[src/prog_exc_pkg.sv]
// Constants, codes and register map of the program exception level
package prog_exc_pkg;

  typedef logic [7:0]  code_t;
  typedef logic [63:0] status_word_t;

  // Status word positions, position p is bit p of the 64-bit word
  localparam int unsigned PX_POS   = 0;
  localparam int unsigned MC_POS   = 1;
  localparam int unsigned PS_POS   = 19;
  localparam int unsigned PM_B_POS = 36;
  localparam int unsigned PM_D_POS = 37;
  localparam int unsigned PM_E_POS = 38;
  localparam int unsigned PM_S_POS = 39;

  // Low nibbles of the program exception codes
  localparam logic [3:0] CODE_NONE    = 4'h0;
  localparam logic [3:0] CODE_OPER    = 4'h1;
  localparam logic [3:0] CODE_PRIV    = 4'h2;
  localparam logic [3:0] CODE_EXEC    = 4'h3;
  localparam logic [3:0] CODE_PROT    = 4'h4;
  localparam logic [3:0] CODE_ADDR    = 4'h5;
  localparam logic [3:0] CODE_SPEC    = 4'h6;
  localparam logic [3:0] CODE_DATA    = 4'h7;
  localparam logic [3:0] CODE_FXOVF   = 4'h8;
  localparam logic [3:0] CODE_FXDIV   = 4'h9;
  localparam logic [3:0] CODE_DECOVF  = 4'ha;
  localparam logic [3:0] CODE_DECDIV  = 4'hb;
  localparam logic [3:0] CODE_EXPOVF  = 4'hc;
  localparam logic [3:0] CODE_EXPUNF  = 4'hd;
  localparam logic [3:0] CODE_SIGNIF  = 4'he;
  localparam int unsigned NUM_CAUSES  = 14;

  localparam logic [2:0] PE_PREFIX    = 3'h0;
  localparam logic [2:0] MC_PREFIX    = 3'h7;
  localparam logic [3:0] MC_PE_LOW    = 4'hc;

  // Floating-point registers that may be named
  localparam logic [3:0] FP_REG_MAX   = 4'h6;

  // Register byte offsets
  localparam logic [7:0] OFS_SW_LOW   = 8'h00;
  localparam logic [7:0] OFS_SW_HIGH  = 8'h04;
  localparam logic [7:0] OFS_CTRL     = 8'h08;
  localparam logic [7:0] OFS_LAST     = 8'h0c;
  localparam logic [7:0] OFS_COUNT    = 8'h10;

  // Values after reset
  localparam logic [31:0] RST_SW_LOW  = 32'h0000_0000;
  localparam logic [31:0] RST_SW_HIGH = 32'h0000_0000;
  localparam logic [31:0] RST_CTRL    = 32'h0000_0000;
  localparam code_t       RST_CODE    = 8'h00;

  // Control register field
  localparam int unsigned CTRL_COMPAT_POS = 0;

  localparam logic [1:0] RESP_OKAY   = 2'h0;
  localparam logic [1:0] RESP_SLVERR = 2'h2;

endpackage : prog_exc_pkg

[src/exc_priority.sv]
// Fixed-priority selection of one exception code from the cause lines
`timescale 1ns/1ns
module exc_priority #(
  parameter int unsigned N = 14
) (
  input  logic [N-1:0] causes,
  output logic [3:0]   code,
  output logic         any
);
  import prog_exc_pkg::*;

  // Four code bits leave room for fifteen causes beside the empty code
  if (N < 1 || N > 15) begin : g_bad_n
    $error("exc_priority: N must be 1 to 15");
  end

  // Lowest code wins; only one code fits in the interrupt word
  function automatic logic [3:0] first_set(input logic [N-1:0] v);
    logic [3:0] r;
    r = CODE_NONE;
    for (int i = N - 1; i >= 0; i--) begin
      if (v[i]) begin
        r = 4'(i + 1);
      end
    end
    return r;
  endfunction : first_set

  assign code = first_set(causes); // [RULE24]
  assign any  = |causes;

endmodule : exc_priority

[src/program_exception_level.sv]
// Program exception level: detection, masking, escalation and codes
//
// Summary of operation
// [RULE1] A detected misuse raises a request and suppresses or terminates.
// [RULE2] Exception entry sequence only when status word bit 0 is one.
// [RULE3] Maskable types also need their program mask bit, bits 36 to 39.
// [RULE4] With bit 0 clear a machine check is raised; the cause is dropped.
// [RULE5] Program mask bit zero: processing goes on with nothing raised.
// [RULE6] Mask one: enable to exception, else machine check, else fatal.
// [RULE7] Code 1 for illegal operation or extended ops in compat mode.
// [RULE8] Code 2 for a privileged operation in problem state, bit 19.
// [RULE9] Code 3 when an execute targets another execute.
// [RULE10] Code 4 for a storage protection violation.
// [RULE11] Code 5 for out-of-range address or control store load fault.
// [RULE12] Code 6 for alignment, odd pair, decimal length, key address.
// [RULE13] Code 6 also for a floating register not 0, 2, 4 or 6.
// [RULE14] Code 7 for bad decimal data, overlap, zeros, missing sign.
// [RULE15] Code 8 for fixed overflow, gated by bit 36.
// [RULE16] Code 9 for fixed divide overflow or convert beyond 31 bits.
// [RULE17] Code 0xa for decimal overflow, gated by bit 37.
// [RULE18] Code 0xb for decimal divide quotient overflow.
// [RULE19] Code 0xc for exponent overflow, never mask gated.
// [RULE20] Code 0xd for exponent underflow, gated by bit 38.
// [RULE21] Flag bit of each code: zero suppressed, one terminated.
// [RULE22] Code 0xe for zero fraction from add or subtract, gated bit 39.
// [RULE23] Escalated machine check reports code 111T 1100.
// [RULE24] Several causes at once yield one code by fixed priority.
//
// Our own choices: the register offsets and the AXI4-Lite register port.
`timescale 1ns/1ns
module program_exception_level (
  input  logic                   aclk,
  input  logic                   aresetn,
  // AXI4-Lite slave
  input  logic [7:0]             s_axi_awaddr,
  input  logic                   s_axi_awvalid,
  output logic                   s_axi_awready,
  input  logic [31:0]            s_axi_wdata,
  input  logic [3:0]             s_axi_wstrb,
  input  logic                   s_axi_wvalid,
  output logic                   s_axi_wready,
  output logic [1:0]             s_axi_bresp,
  output logic                   s_axi_bvalid,
  input  logic                   s_axi_bready,
  input  logic [7:0]             s_axi_araddr,
  input  logic                   s_axi_arvalid,
  output logic                   s_axi_arready,
  output logic [31:0]            s_axi_rdata,
  output logic [1:0]             s_axi_rresp,
  output logic                   s_axi_rvalid,
  input  logic                   s_axi_rready,
  // Detection lines from the execution unit
  input  logic                   exc_valid,
  input  logic                   exc_terminate,
  input  logic [13:0]            cause_in,
  input  logic                   ext_instr,
  input  logic                   pair_used,
  input  logic                   pair_reg_odd,
  input  logic                   fp_reg_used,
  input  logic [3:0]             fp_reg_num,
  // Outcome
  output logic                   suppress_instr,
  output logic                   terminate_instr,
  output logic                   pe_entry,
  output logic                   mc_entry,
  output logic                   nonrecoverable,
  output prog_exc_pkg::code_t    int_code,
  output prog_exc_pkg::code_t    mc_code
);
  import prog_exc_pkg::*;

  logic [31:0]  sw_low;
  logic [31:0]  sw_high;
  logic [31:0]  ctrl;
  code_t        last_pe_code;
  logic [2:0]   last_outcome;
  logic [31:0]  event_count;
  logic [7:0]   aw_addr;
  logic         aw_full;
  logic [31:0]  w_data;
  logic [3:0]   w_strb;
  logic         w_full;

  status_word_t sw;
  logic         px;
  logic         mc_en;
  logic         ps;
  logic         compat;
  logic [13:0]  raw;
  logic [13:0]  gated;
  logic [3:0]   sel_code;
  logic         sel_any;
  logic         fp_bad;
  logic         take;
  logic         masked_off;
  logic         do_write;
  logic         wr_sw_low;
  logic         wr_sw_high;
  logic         wr_ctrl;
  logic         wr_ok;
  logic         rd_ok;
  logic [31:0]  rd_value;
  logic [31:0]  last_word;

  assign sw     = {sw_high, sw_low};
  assign px     = sw[PX_POS];
  assign mc_en  = sw[MC_POS];
  assign ps     = sw[PS_POS];
  assign compat = ctrl[CTRL_COMPAT_POS];

  // Byte-lane merge shared by both status word registers; ctrl takes bit 0 from lane 0 only
  function automatic logic [31:0] merge(input logic [31:0] old_v,
                                        input logic [31:0] new_v,
                                        input logic [3:0]  strb);
    logic [31:0] r;
    r = old_v;
    for (int b = 0; b < 4; b++) begin
      if (strb[b]) begin
        r[8*b +: 8] = new_v[8*b +: 8];
      end
    end
    return r;
  endfunction : merge

  // Cause lines, one per code, index is code minus one
  assign fp_bad = fp_reg_used & (fp_reg_num[0] | (fp_reg_num > FP_REG_MAX));
  assign raw[0]  = cause_in[0] | (ext_instr & compat); // [RULE7]
  assign raw[1]  = cause_in[1] & ps; // [RULE8]
  assign raw[2]  = cause_in[2]; // [RULE9]
  assign raw[3]  = cause_in[3]; // [RULE10]
  assign raw[4]  = cause_in[4]; // [RULE11]
  assign raw[5]  = cause_in[5] | (pair_used & pair_reg_odd) | fp_bad; // [RULE12] [RULE13]
  assign raw[6]  = cause_in[6]; // [RULE14]
  assign raw[7]  = cause_in[7]; // [RULE15]
  assign raw[8]  = cause_in[8]; // [RULE16]
  assign raw[9]  = cause_in[9]; // [RULE17]
  assign raw[10] = cause_in[10]; // [RULE18]
  assign raw[11] = cause_in[11]; // [RULE19]
  assign raw[12] = cause_in[12]; // [RULE20]
  assign raw[13] = cause_in[13]; // [RULE22]

  // Masked types drop out before priority, so an unmasked one still wins
  assign gated[6:0]   = raw[6:0];
  assign gated[7]     = raw[7] & sw[PM_B_POS]; // [RULE3] [RULE15]
  assign gated[8]     = raw[8];
  assign gated[9]     = raw[9] & sw[PM_D_POS]; // [RULE3] [RULE17]
  assign gated[11:10] = raw[11:10]; // [RULE19]
  assign gated[12]    = raw[12] & sw[PM_E_POS]; // [RULE3] [RULE20]
  assign gated[13]    = raw[13] & sw[PM_S_POS]; // [RULE3] [RULE22]

  exc_priority #(
    .N      (NUM_CAUSES)
  ) u_prio (
    .causes (gated),
    .code   (sel_code),
    .any    (sel_any)
  );

  assign take       = exc_valid & sel_any; // [RULE1]
  assign masked_off = exc_valid & (|raw) & ~sel_any; // [RULE5]

  // Outcome pulses, one cycle after the detection
  always_ff @(posedge aclk) begin
    if (!aresetn) begin
      suppress_instr  <= 1'b0;
      terminate_instr <= 1'b0;
      pe_entry        <= 1'b0;
      mc_entry        <= 1'b0;
      nonrecoverable  <= 1'b0;
    end else begin
      suppress_instr  <= take & ~exc_terminate; // [RULE1]
      terminate_instr <= take & exc_terminate; // [RULE1]
      pe_entry        <= take & px; // [RULE2] [RULE6]
      mc_entry        <= take & ~px & mc_en; // [RULE4] [RULE6]
      nonrecoverable  <= take & ~px & ~mc_en; // [RULE6]
    end
  end

  always_ff @(posedge aclk) begin
    if (!aresetn) begin
      int_code <= RST_CODE;
      mc_code  <= RST_CODE;
    end else if (take & px) begin
      int_code <= {PE_PREFIX, exc_terminate, sel_code}; // [RULE21] [RULE24]
    end else if (take & mc_en) begin
      mc_code  <= {MC_PREFIX, exc_terminate, MC_PE_LOW}; // [RULE23]
    end
  end

  // Escalation keeps no trace of the original cause
  always_ff @(posedge aclk) begin
    if (!aresetn) begin
      last_pe_code <= RST_CODE;
      last_outcome <= 3'h0;
      event_count  <= 32'h0000_0000;
    end else if (take) begin
      last_pe_code <= px ? {PE_PREFIX, exc_terminate, sel_code}
                         : RST_CODE; // [RULE4]
      last_outcome <= {~px & ~mc_en, ~px & mc_en, px};
      event_count  <= event_count + 32'h0000_0001;
    end
  end

  // Write channel: address and data taken in either order
  assign do_write   = aw_full & w_full & ~s_axi_bvalid;
  assign wr_sw_low  = aw_addr == OFS_SW_LOW;
  assign wr_sw_high = aw_addr == OFS_SW_HIGH;
  assign wr_ctrl    = aw_addr == OFS_CTRL;
  assign wr_ok      = wr_sw_low | wr_sw_high | wr_ctrl;

  always_ff @(posedge aclk) begin
    if (!aresetn) begin
      s_axi_awready <= 1'b0;
      aw_full       <= 1'b0;
      aw_addr       <= 8'h00;
    end else if (s_axi_awvalid & s_axi_awready) begin
      s_axi_awready <= 1'b0;
      aw_full       <= 1'b1;
      aw_addr       <= s_axi_awaddr;
    end else begin
      s_axi_awready <= s_axi_awvalid & ~aw_full & ~s_axi_bvalid;
      aw_full       <= aw_full & ~do_write;
    end
  end

  always_ff @(posedge aclk) begin
    if (!aresetn) begin
      s_axi_wready <= 1'b0;
      w_full       <= 1'b0;
      w_data       <= 32'h0000_0000;
      w_strb       <= 4'h0;
    end else if (s_axi_wvalid & s_axi_wready) begin
      s_axi_wready <= 1'b0;
      w_full       <= 1'b1;
      w_data       <= s_axi_wdata;
      w_strb       <= s_axi_wstrb;
    end else begin
      s_axi_wready <= s_axi_wvalid & ~w_full & ~s_axi_bvalid;
      w_full       <= w_full & ~do_write;
    end
  end

  always_ff @(posedge aclk) begin
    if (!aresetn) begin
      s_axi_bvalid <= 1'b0;
      s_axi_bresp  <= RESP_OKAY;
    end else if (do_write) begin
      s_axi_bvalid <= 1'b1;
      s_axi_bresp  <= wr_ok ? RESP_OKAY : RESP_SLVERR;
    end else if (s_axi_bready) begin
      s_axi_bvalid <= 1'b0;
    end
  end

  always_ff @(posedge aclk) begin
    if (!aresetn) begin
      sw_low  <= RST_SW_LOW;
      sw_high <= RST_SW_HIGH;
      ctrl    <= RST_CTRL;
    end else if (do_write) begin
      if (wr_sw_low) begin
        sw_low <= merge(sw_low, w_data, w_strb);
      end
      if (wr_sw_high) begin
        sw_high <= merge(sw_high, w_data, w_strb);
      end
      if (wr_ctrl) begin
        ctrl <= {31'h0, (w_strb[0] ? w_data[0] : ctrl[0])};
      end
    end
  end

  // Read channel
  assign last_word = {13'h0000, last_outcome, mc_code, last_pe_code};
  assign rd_ok     = (s_axi_araddr == OFS_SW_LOW) |
                     (s_axi_araddr == OFS_SW_HIGH) |
                     (s_axi_araddr == OFS_CTRL) |
                     (s_axi_araddr == OFS_LAST) |
                     (s_axi_araddr == OFS_COUNT);
  assign rd_value  = (s_axi_araddr == OFS_SW_LOW)  ? sw_low :
                     (s_axi_araddr == OFS_SW_HIGH) ? sw_high :
                     (s_axi_araddr == OFS_CTRL)    ? ctrl :
                     (s_axi_araddr == OFS_LAST)    ? last_word :
                     (s_axi_araddr == OFS_COUNT)   ? event_count :
                     32'h0000_0000;

  always_ff @(posedge aclk) begin
    if (!aresetn) begin
      s_axi_arready <= 1'b0;
    end else begin
      s_axi_arready <= s_axi_arvalid & ~s_axi_arready & ~s_axi_rvalid;
    end
  end

  always_ff @(posedge aclk) begin
    if (!aresetn) begin
      s_axi_rvalid <= 1'b0;
      s_axi_rdata  <= 32'h0000_0000;
      s_axi_rresp  <= RESP_OKAY;
    end else if (s_axi_arvalid & s_axi_arready) begin
      s_axi_rvalid <= 1'b1;
      s_axi_rdata  <= rd_value;
      s_axi_rresp  <= rd_ok ? RESP_OKAY : RESP_SLVERR;
    end else if (s_axi_rready) begin
      s_axi_rvalid <= 1'b0;
    end
  end
endmodule : program_exception_level

[config.mk]
export PLATFORM = sky130hd
export DESIGN_NAME = program_exception_level
export DESIGN_NICKNAME = d
export VERILOG_FILES = /design/src/prog_exc_pkg.sv /design/src/exc_priority.sv /design/src/program_exception_level.sv
export SDC_FILE = /design/constraint.sdc
export NUM_CORES = 1
export LEC_CHECK = 0
export BUFFER_PORTS_ARGS = -buffer_cell sky130_fd_sc_hd__buf_2
export CORE_MARGIN = 4
export CORE_UTILIZATION = 51
export CTS_CLUSTER_DIAMETER = 120
export CTS_CLUSTER_SIZE = 8
export DETAILED_ROUTE_END_ITERATION = 6
export PLACE_DENSITY = 0.83
export REMOVE_ABC_BUFFERS = 1
export SYNTH_ARGS = -nofsm -noshare
export SYNTH_HDL_FRONTEND = slang
export SYNTH_SLANG_ARGS = --single-unit
[constraint.sdc]
create_clock -name aclk -period 2.1 [get_ports aclk]
set_input_delay 0.315 -clock aclk [delete_from_list [all_inputs] [get_ports aclk]]
set_output_delay 0.315 -clock aclk [all_outputs]
set_load 0.01 [all_outputs]
Word-level counts from Yosys, hierarchy flattened
Cells that the tools add are included.

Register bits: 209. Bits of input ports: 83. Output and inout port bits: 62. Logic and storage cells: 137.

Add/subtract/negate cells: 1. Magnitude comparators: 1. Eq/ne operators: 6. Multiplexer cells: 28. Bitwise gates (word level): 52. Reductions and logical operators: 17.

Operator list (number): 2-to-1 mux 32 bit (5); 2-to-1 mux 4 bit (14); adder 32 x 1 -> 32 bit, second input constant (1); AND 1 bit (31); AND reduction 3 bit (9); equality test 8 x 4 -> 1 bit, second input constant (3); equality test 8 x 3 -> 1 bit, second input constant (2); zero test 8 bit (2); OR reduction 14 bit (1); inverter 1 bit (11); bitwise OR 1 bit (10); equality test 8 x 5 -> 1 bit, second input constant (1); 2-to-1 mux 1 bit (6); 2-to-1 mux 5 bit (1); greater-than comparator 4 x 3 -> 1 bit, second input constant (1); 2-to-1 mux 2 bit (2); nonzero test 2 bit (2); OR reduction 2 bit (2); AND reduction 2 bit (1).

Longest topological paths before layout
Depth after elaboration: 16. Mapped depth: 7.

Hierarchy
A second synthesis with hierarchy kept.

Cells, all modules: 1026. Area, all modules: 8660.8 µm².

Modules (own cells, without submodules): program_exception_level (times used 1, cells each 999, area each 8513.2 µm², seq. area each 4043.9 µm²); exc_priority (times used 1, cells each 27, area each 147.6 µm², seq. area each 0.0 µm²).

Least setup slack after synthesis
OpenSTA, ideal clock, no wires.

Path kind: input -> register. Start point: input s_axi_araddr[0]. End point: register s_axi_rdata[18]. Setup time: 0.134 ns. Arrival time: 1.935 ns. Data required time: 1.966 ns. Setup slack: 0.031 ns. Stages: 6. Buffers on the path: 1. Cell sequence: or4_4 or4b_1 buf_6 or3_1 o21ai_2 a211oi_2.

Longest elaborated chain between the ends: 6.

RTL lines: start, declared (line program_exception_level.sv:45) `input logic [7:0] s_axi_araddr,`; equality test 8 x 5 -> 1 bit (line program_exception_level.sv:284) `(s_axi_araddr == OFS_COUNT) ? event_count :`; 2-to-1 mux 32 bit (line program_exception_level.sv:284); 2-to-1 mux 32 bit (line program_exception_level.sv:283) `(s_axi_araddr == OFS_LAST) ? last_word :`; 2-to-1 mux 32 bit (line program_exception_level.sv:282) `(s_axi_araddr == OFS_CTRL) ? ctrl :`; 2-to-1 mux 32 bit (line program_exception_level.sv:281) `(s_axi_araddr == OFS_SW_HIGH) ? sw_high :`; 2-to-1 mux 32 bit (*) (line program_exception_level.sv:280) `assign rd_value = (s_axi_araddr == OFS_SW_LOW) ? sw_low :`; end signal, assigned (line program_exception_level.sv:302) `s_axi_rdata <= rd_value;`; end, declared (line program_exception_level.sv:48) `output logic [31:0] s_axi_rdata,`.

Mark *: on every way between the ends. The rest lies on a longest branch, timed or not. A chain may end at the register's enable or synchronous reset.

Worst setup path in the final report
Start point: register aw_addr[1]. End point: register sw_high[31].

Longest elaborated chain between the ends: 2.

RTL lines: start, declared (line program_exception_level.sv:78) `logic [7:0] aw_addr;`; start signal, assigned (line program_exception_level.sv:219) `aw_addr <= s_axi_awaddr;`; equality test 8 x 3 -> 1 bit (line program_exception_level.sv:207) `assign wr_sw_high = aw_addr == OFS_SW_HIGH;`; AND reduction 3 bit (no line); end signal, assigned (line program_exception_level.sv:265) `sw_high <= merge(sw_high, w_data, w_strb);`; end, declared (line program_exception_level.sv:73) `logic [31:0] sw_high;`.

No other way between the ends.

==> flow_summary.ini <==
[outcome]
status = completed

[hold_path]
min_path_cells = 3
hp-class = in2reg
min_from = s_axi_wdata[3]

[floorplan]
coreArea_um2 = 16100
num_io_pins = 145
die_h_um = 137
die_x_um = 137
die_area_um2 = 18700
start_util_pct = 52.7
num_rows = 46

[sta]
fin_crit_ns = 2.01
fin_crit_sh_pct = 95.5
rsz0062_at_grt = no
final-hold-violation-count = 0
tns_ns = 0
fmax_mhz = 498
setup_viol = 0
slew_violations = 0
tightest_slew_ns = 0.896
max_slew_margin_pct = 39.5
fin_skew_ns = 0.0248

[routing]
num_vias = 8069
first_pass_iters = 5
viasPerCell = 5.78
totalWireLength_mm = 23.4
route.detailed.drc = 0
final_antenna_net_count = 0
wire_per_inst_um = 16.8
first_iter_violations = 651

[finish]
antenna_cells = 0
fin_area_um2 = 10400
drive_gt1_share_pct = 21.0
nets = 1263
utilization_pct = 64.6
syn2layout_area_growth_pct = 22.6

[global_route]
grt_use_total_pct = 24.7
grt_pass1_wl_mm = 37.6
grt_pass1_vias = 7597
antenna_found_initial = 0
grt_overflow = 0
grt_max_degree = 108

[clock_tree]
clockRootBuffer = clkbuf_16
clock-sinks = 202
clock_latency_ns = 0.55
cts_buffers = 29
clk_pin_slew_ns = 0.05
cts_max_level = 1
cts_tree = yes
cts_buffer_depth = 3

[synth]
synth-seq-area-share_pct = 47.8
synth_area_um2 = 8460
syn_avg_cell_area_um2 = 8.29
synth_seq_cells = 202
synth_edf_count = 0
ys_types = 64
synthArstFlopShare_pct = 0
yosys_most_used_dff = dfxtp_1
synthCells = 1021
yosys_warnings = 0

[placed_design]
gp_congestion = 0.901
hpwl_mm = 16.2
io_buffers = 135
place_area_um2 = 9550

[flow_run]
drv_cap = 0

[power_and_ir_drop]
vdd_drop_max_v = 0.000621
power_leakage_nw = 4.03
p_per_area_nw_per_um2 = 807

[worst_setup_path]
worst-setup-path-type = reg2reg
worstPathRequired_ns = 2.50
timing.rr.start = aw_addr[1]
rr_worst_depth = 7
endpoint_kind = flop
cp_max_fo = 16
crit_path_start = aw_addr[1]
worstSetupStartpointType = flop
critPathArrivalTime_ns = 2.41
synth_stat cells (all sizes together), types with 3 or more instances:
cell	n	area share [%]
dfxtp	202	48
nand2	182	8.1
o21ai	111	6.6
a21oi	108	6.4
nand3	82	4.9
clkbuf	49	2.2
nor2	45	2.0
buf	27	2.2
a21o	19	1.7
mux2i	18	2.1
nor4	15	1.5
or3	13	0.96
o311ai	12	1.3
nand2b	10	0.74
xor2	10	1.0
nor3	9	0.67
nor3b	9	0.92
inv	8	0.35
a211oi	7	0.68
a221oi	7	0.72
nand4	7	0.52
o31ai	7	0.62
nand3b	5	0.49
o221ai	5	0.52
or4	5	0.53
a31o	4	0.41
and2	4	0.30
and3	4	0.30
nor4b	4	0.41
o21bai	4	0.35
o41ai	4	0.41
a31oi	3	0.22
or2	3	0.22
what timing repair did:
item                                    in CTS  in global routing
endpoints found under the setup margin       1                  9
endpoints found under the hold margin        5                  0
setup buffers                                0                  1
hold buffers                                 5                  0
pin swaps                                    0                  0
gates resized for setup                      1                  3
flip-flops by register name, indices dropped and copies added, names as in the netlist, 2 cells and up:
register	count
w_data	32
event_count	32
sw_high	32
w_strb	4
sw_low	32
mc_code	2
last_outcome	3
int_code	5
last_pe_code	5
aw_addr	8
s_axi_rdata	32
worst paths after layout:
| check | slack, ns | to |
|---|---|---|
| max reg2reg | 0.09 | sw_high[31] |
| min reg2reg | 0.45 | aw_addr[7] |
| max | 0.09 | sw_high[31] |
| min | 0.007 | w_data[3] |
report_power, final:
part	internal (mW)	switching [mW]
logic	0.168	0.274
clock network	2.42	1.58
registers	3.89	0.0444
total	6.48	1.90
routing by layer:
metal	wire [um]	vias to the layer above	track usage [%]
li1	-	3927	-
met5	0	-	0
met1	9630	3740	31.6
met2	11100	338	40.7
met3	1920	64	5.07
met4	794	0	10.2
worst max-delay path: stages, from the launching register on:
cell and delay (ns):
dfxtp_1 0.31, or4_4 0.55, nor4_4 0.29, buf_4 0.21
nand3_1 0.09, buf_4 0.22, nand3_1 0.09, o21ai_0 0.10
cell families (layout without fill, tap and decap cells):
| family | after synthesis | in the layout | share of synthesized area [%] |
|---|---|---|---|
| and+or+nand+nor | 404 | 404 | 23.2 |
| AOI/OAI and AO/OA | 298 | 298 | 20.7 |
| DFF | 202 | 202 | 47.8 |
| buffers and inverters | 86 | 238 | 4.91 |
| muxes | 18 | 18 | 2.13 |
| xor gates and xnor gates | 11 | 11 | 1.14 |
| adders and majority gates | 1 | 1 | 0.148 |
| other | 1 | 7 | 0.0443 |
cell type report:
class	count	area, um2
Tap cell	216	270
Inverter	9	33.8
Sequential cell	202	4040
Timing Repair Buffer	198	1230
Fill cell	1317	5680
Clock buffer	29	726
Multi-Input combinational cell	739	4040
Clock inverter	2	28.8
placed cells by master, fill, tap and decap left out, drive strengths merged, types with 7 or more instances in the layout:
master  instances
mux2i          18
nand4           7
clkbuf         29
o311ai         12
a21o           19
a221oi          7
o21ai         111
or3            13
dfxtp         202
conb            7
buf           193
nor2           45
nor3            9
xor2           10
inv            10
nand2         182
nand2b         10
o31ai           7
nor3b           9
a211oi          7
nand3          82
a21oi         108
nor4           15
per-stage QoR:
step                      hold slack [ns]  cells  setup WS, ns  power [mW]
after floorplan                     0.387    950         -1.58        4.19
after global placement              0.434   1358        -0.154        4.43
after detailed placement            0.439   1358        -0.233        4.44
after CTS                       0.0000939   1394        0.0599        8.40
after global routing               0.0126   1395       0.00707        8.63
final                             0.00740   1395        0.0936        8.37
Power figures use the tool's default switching activity.
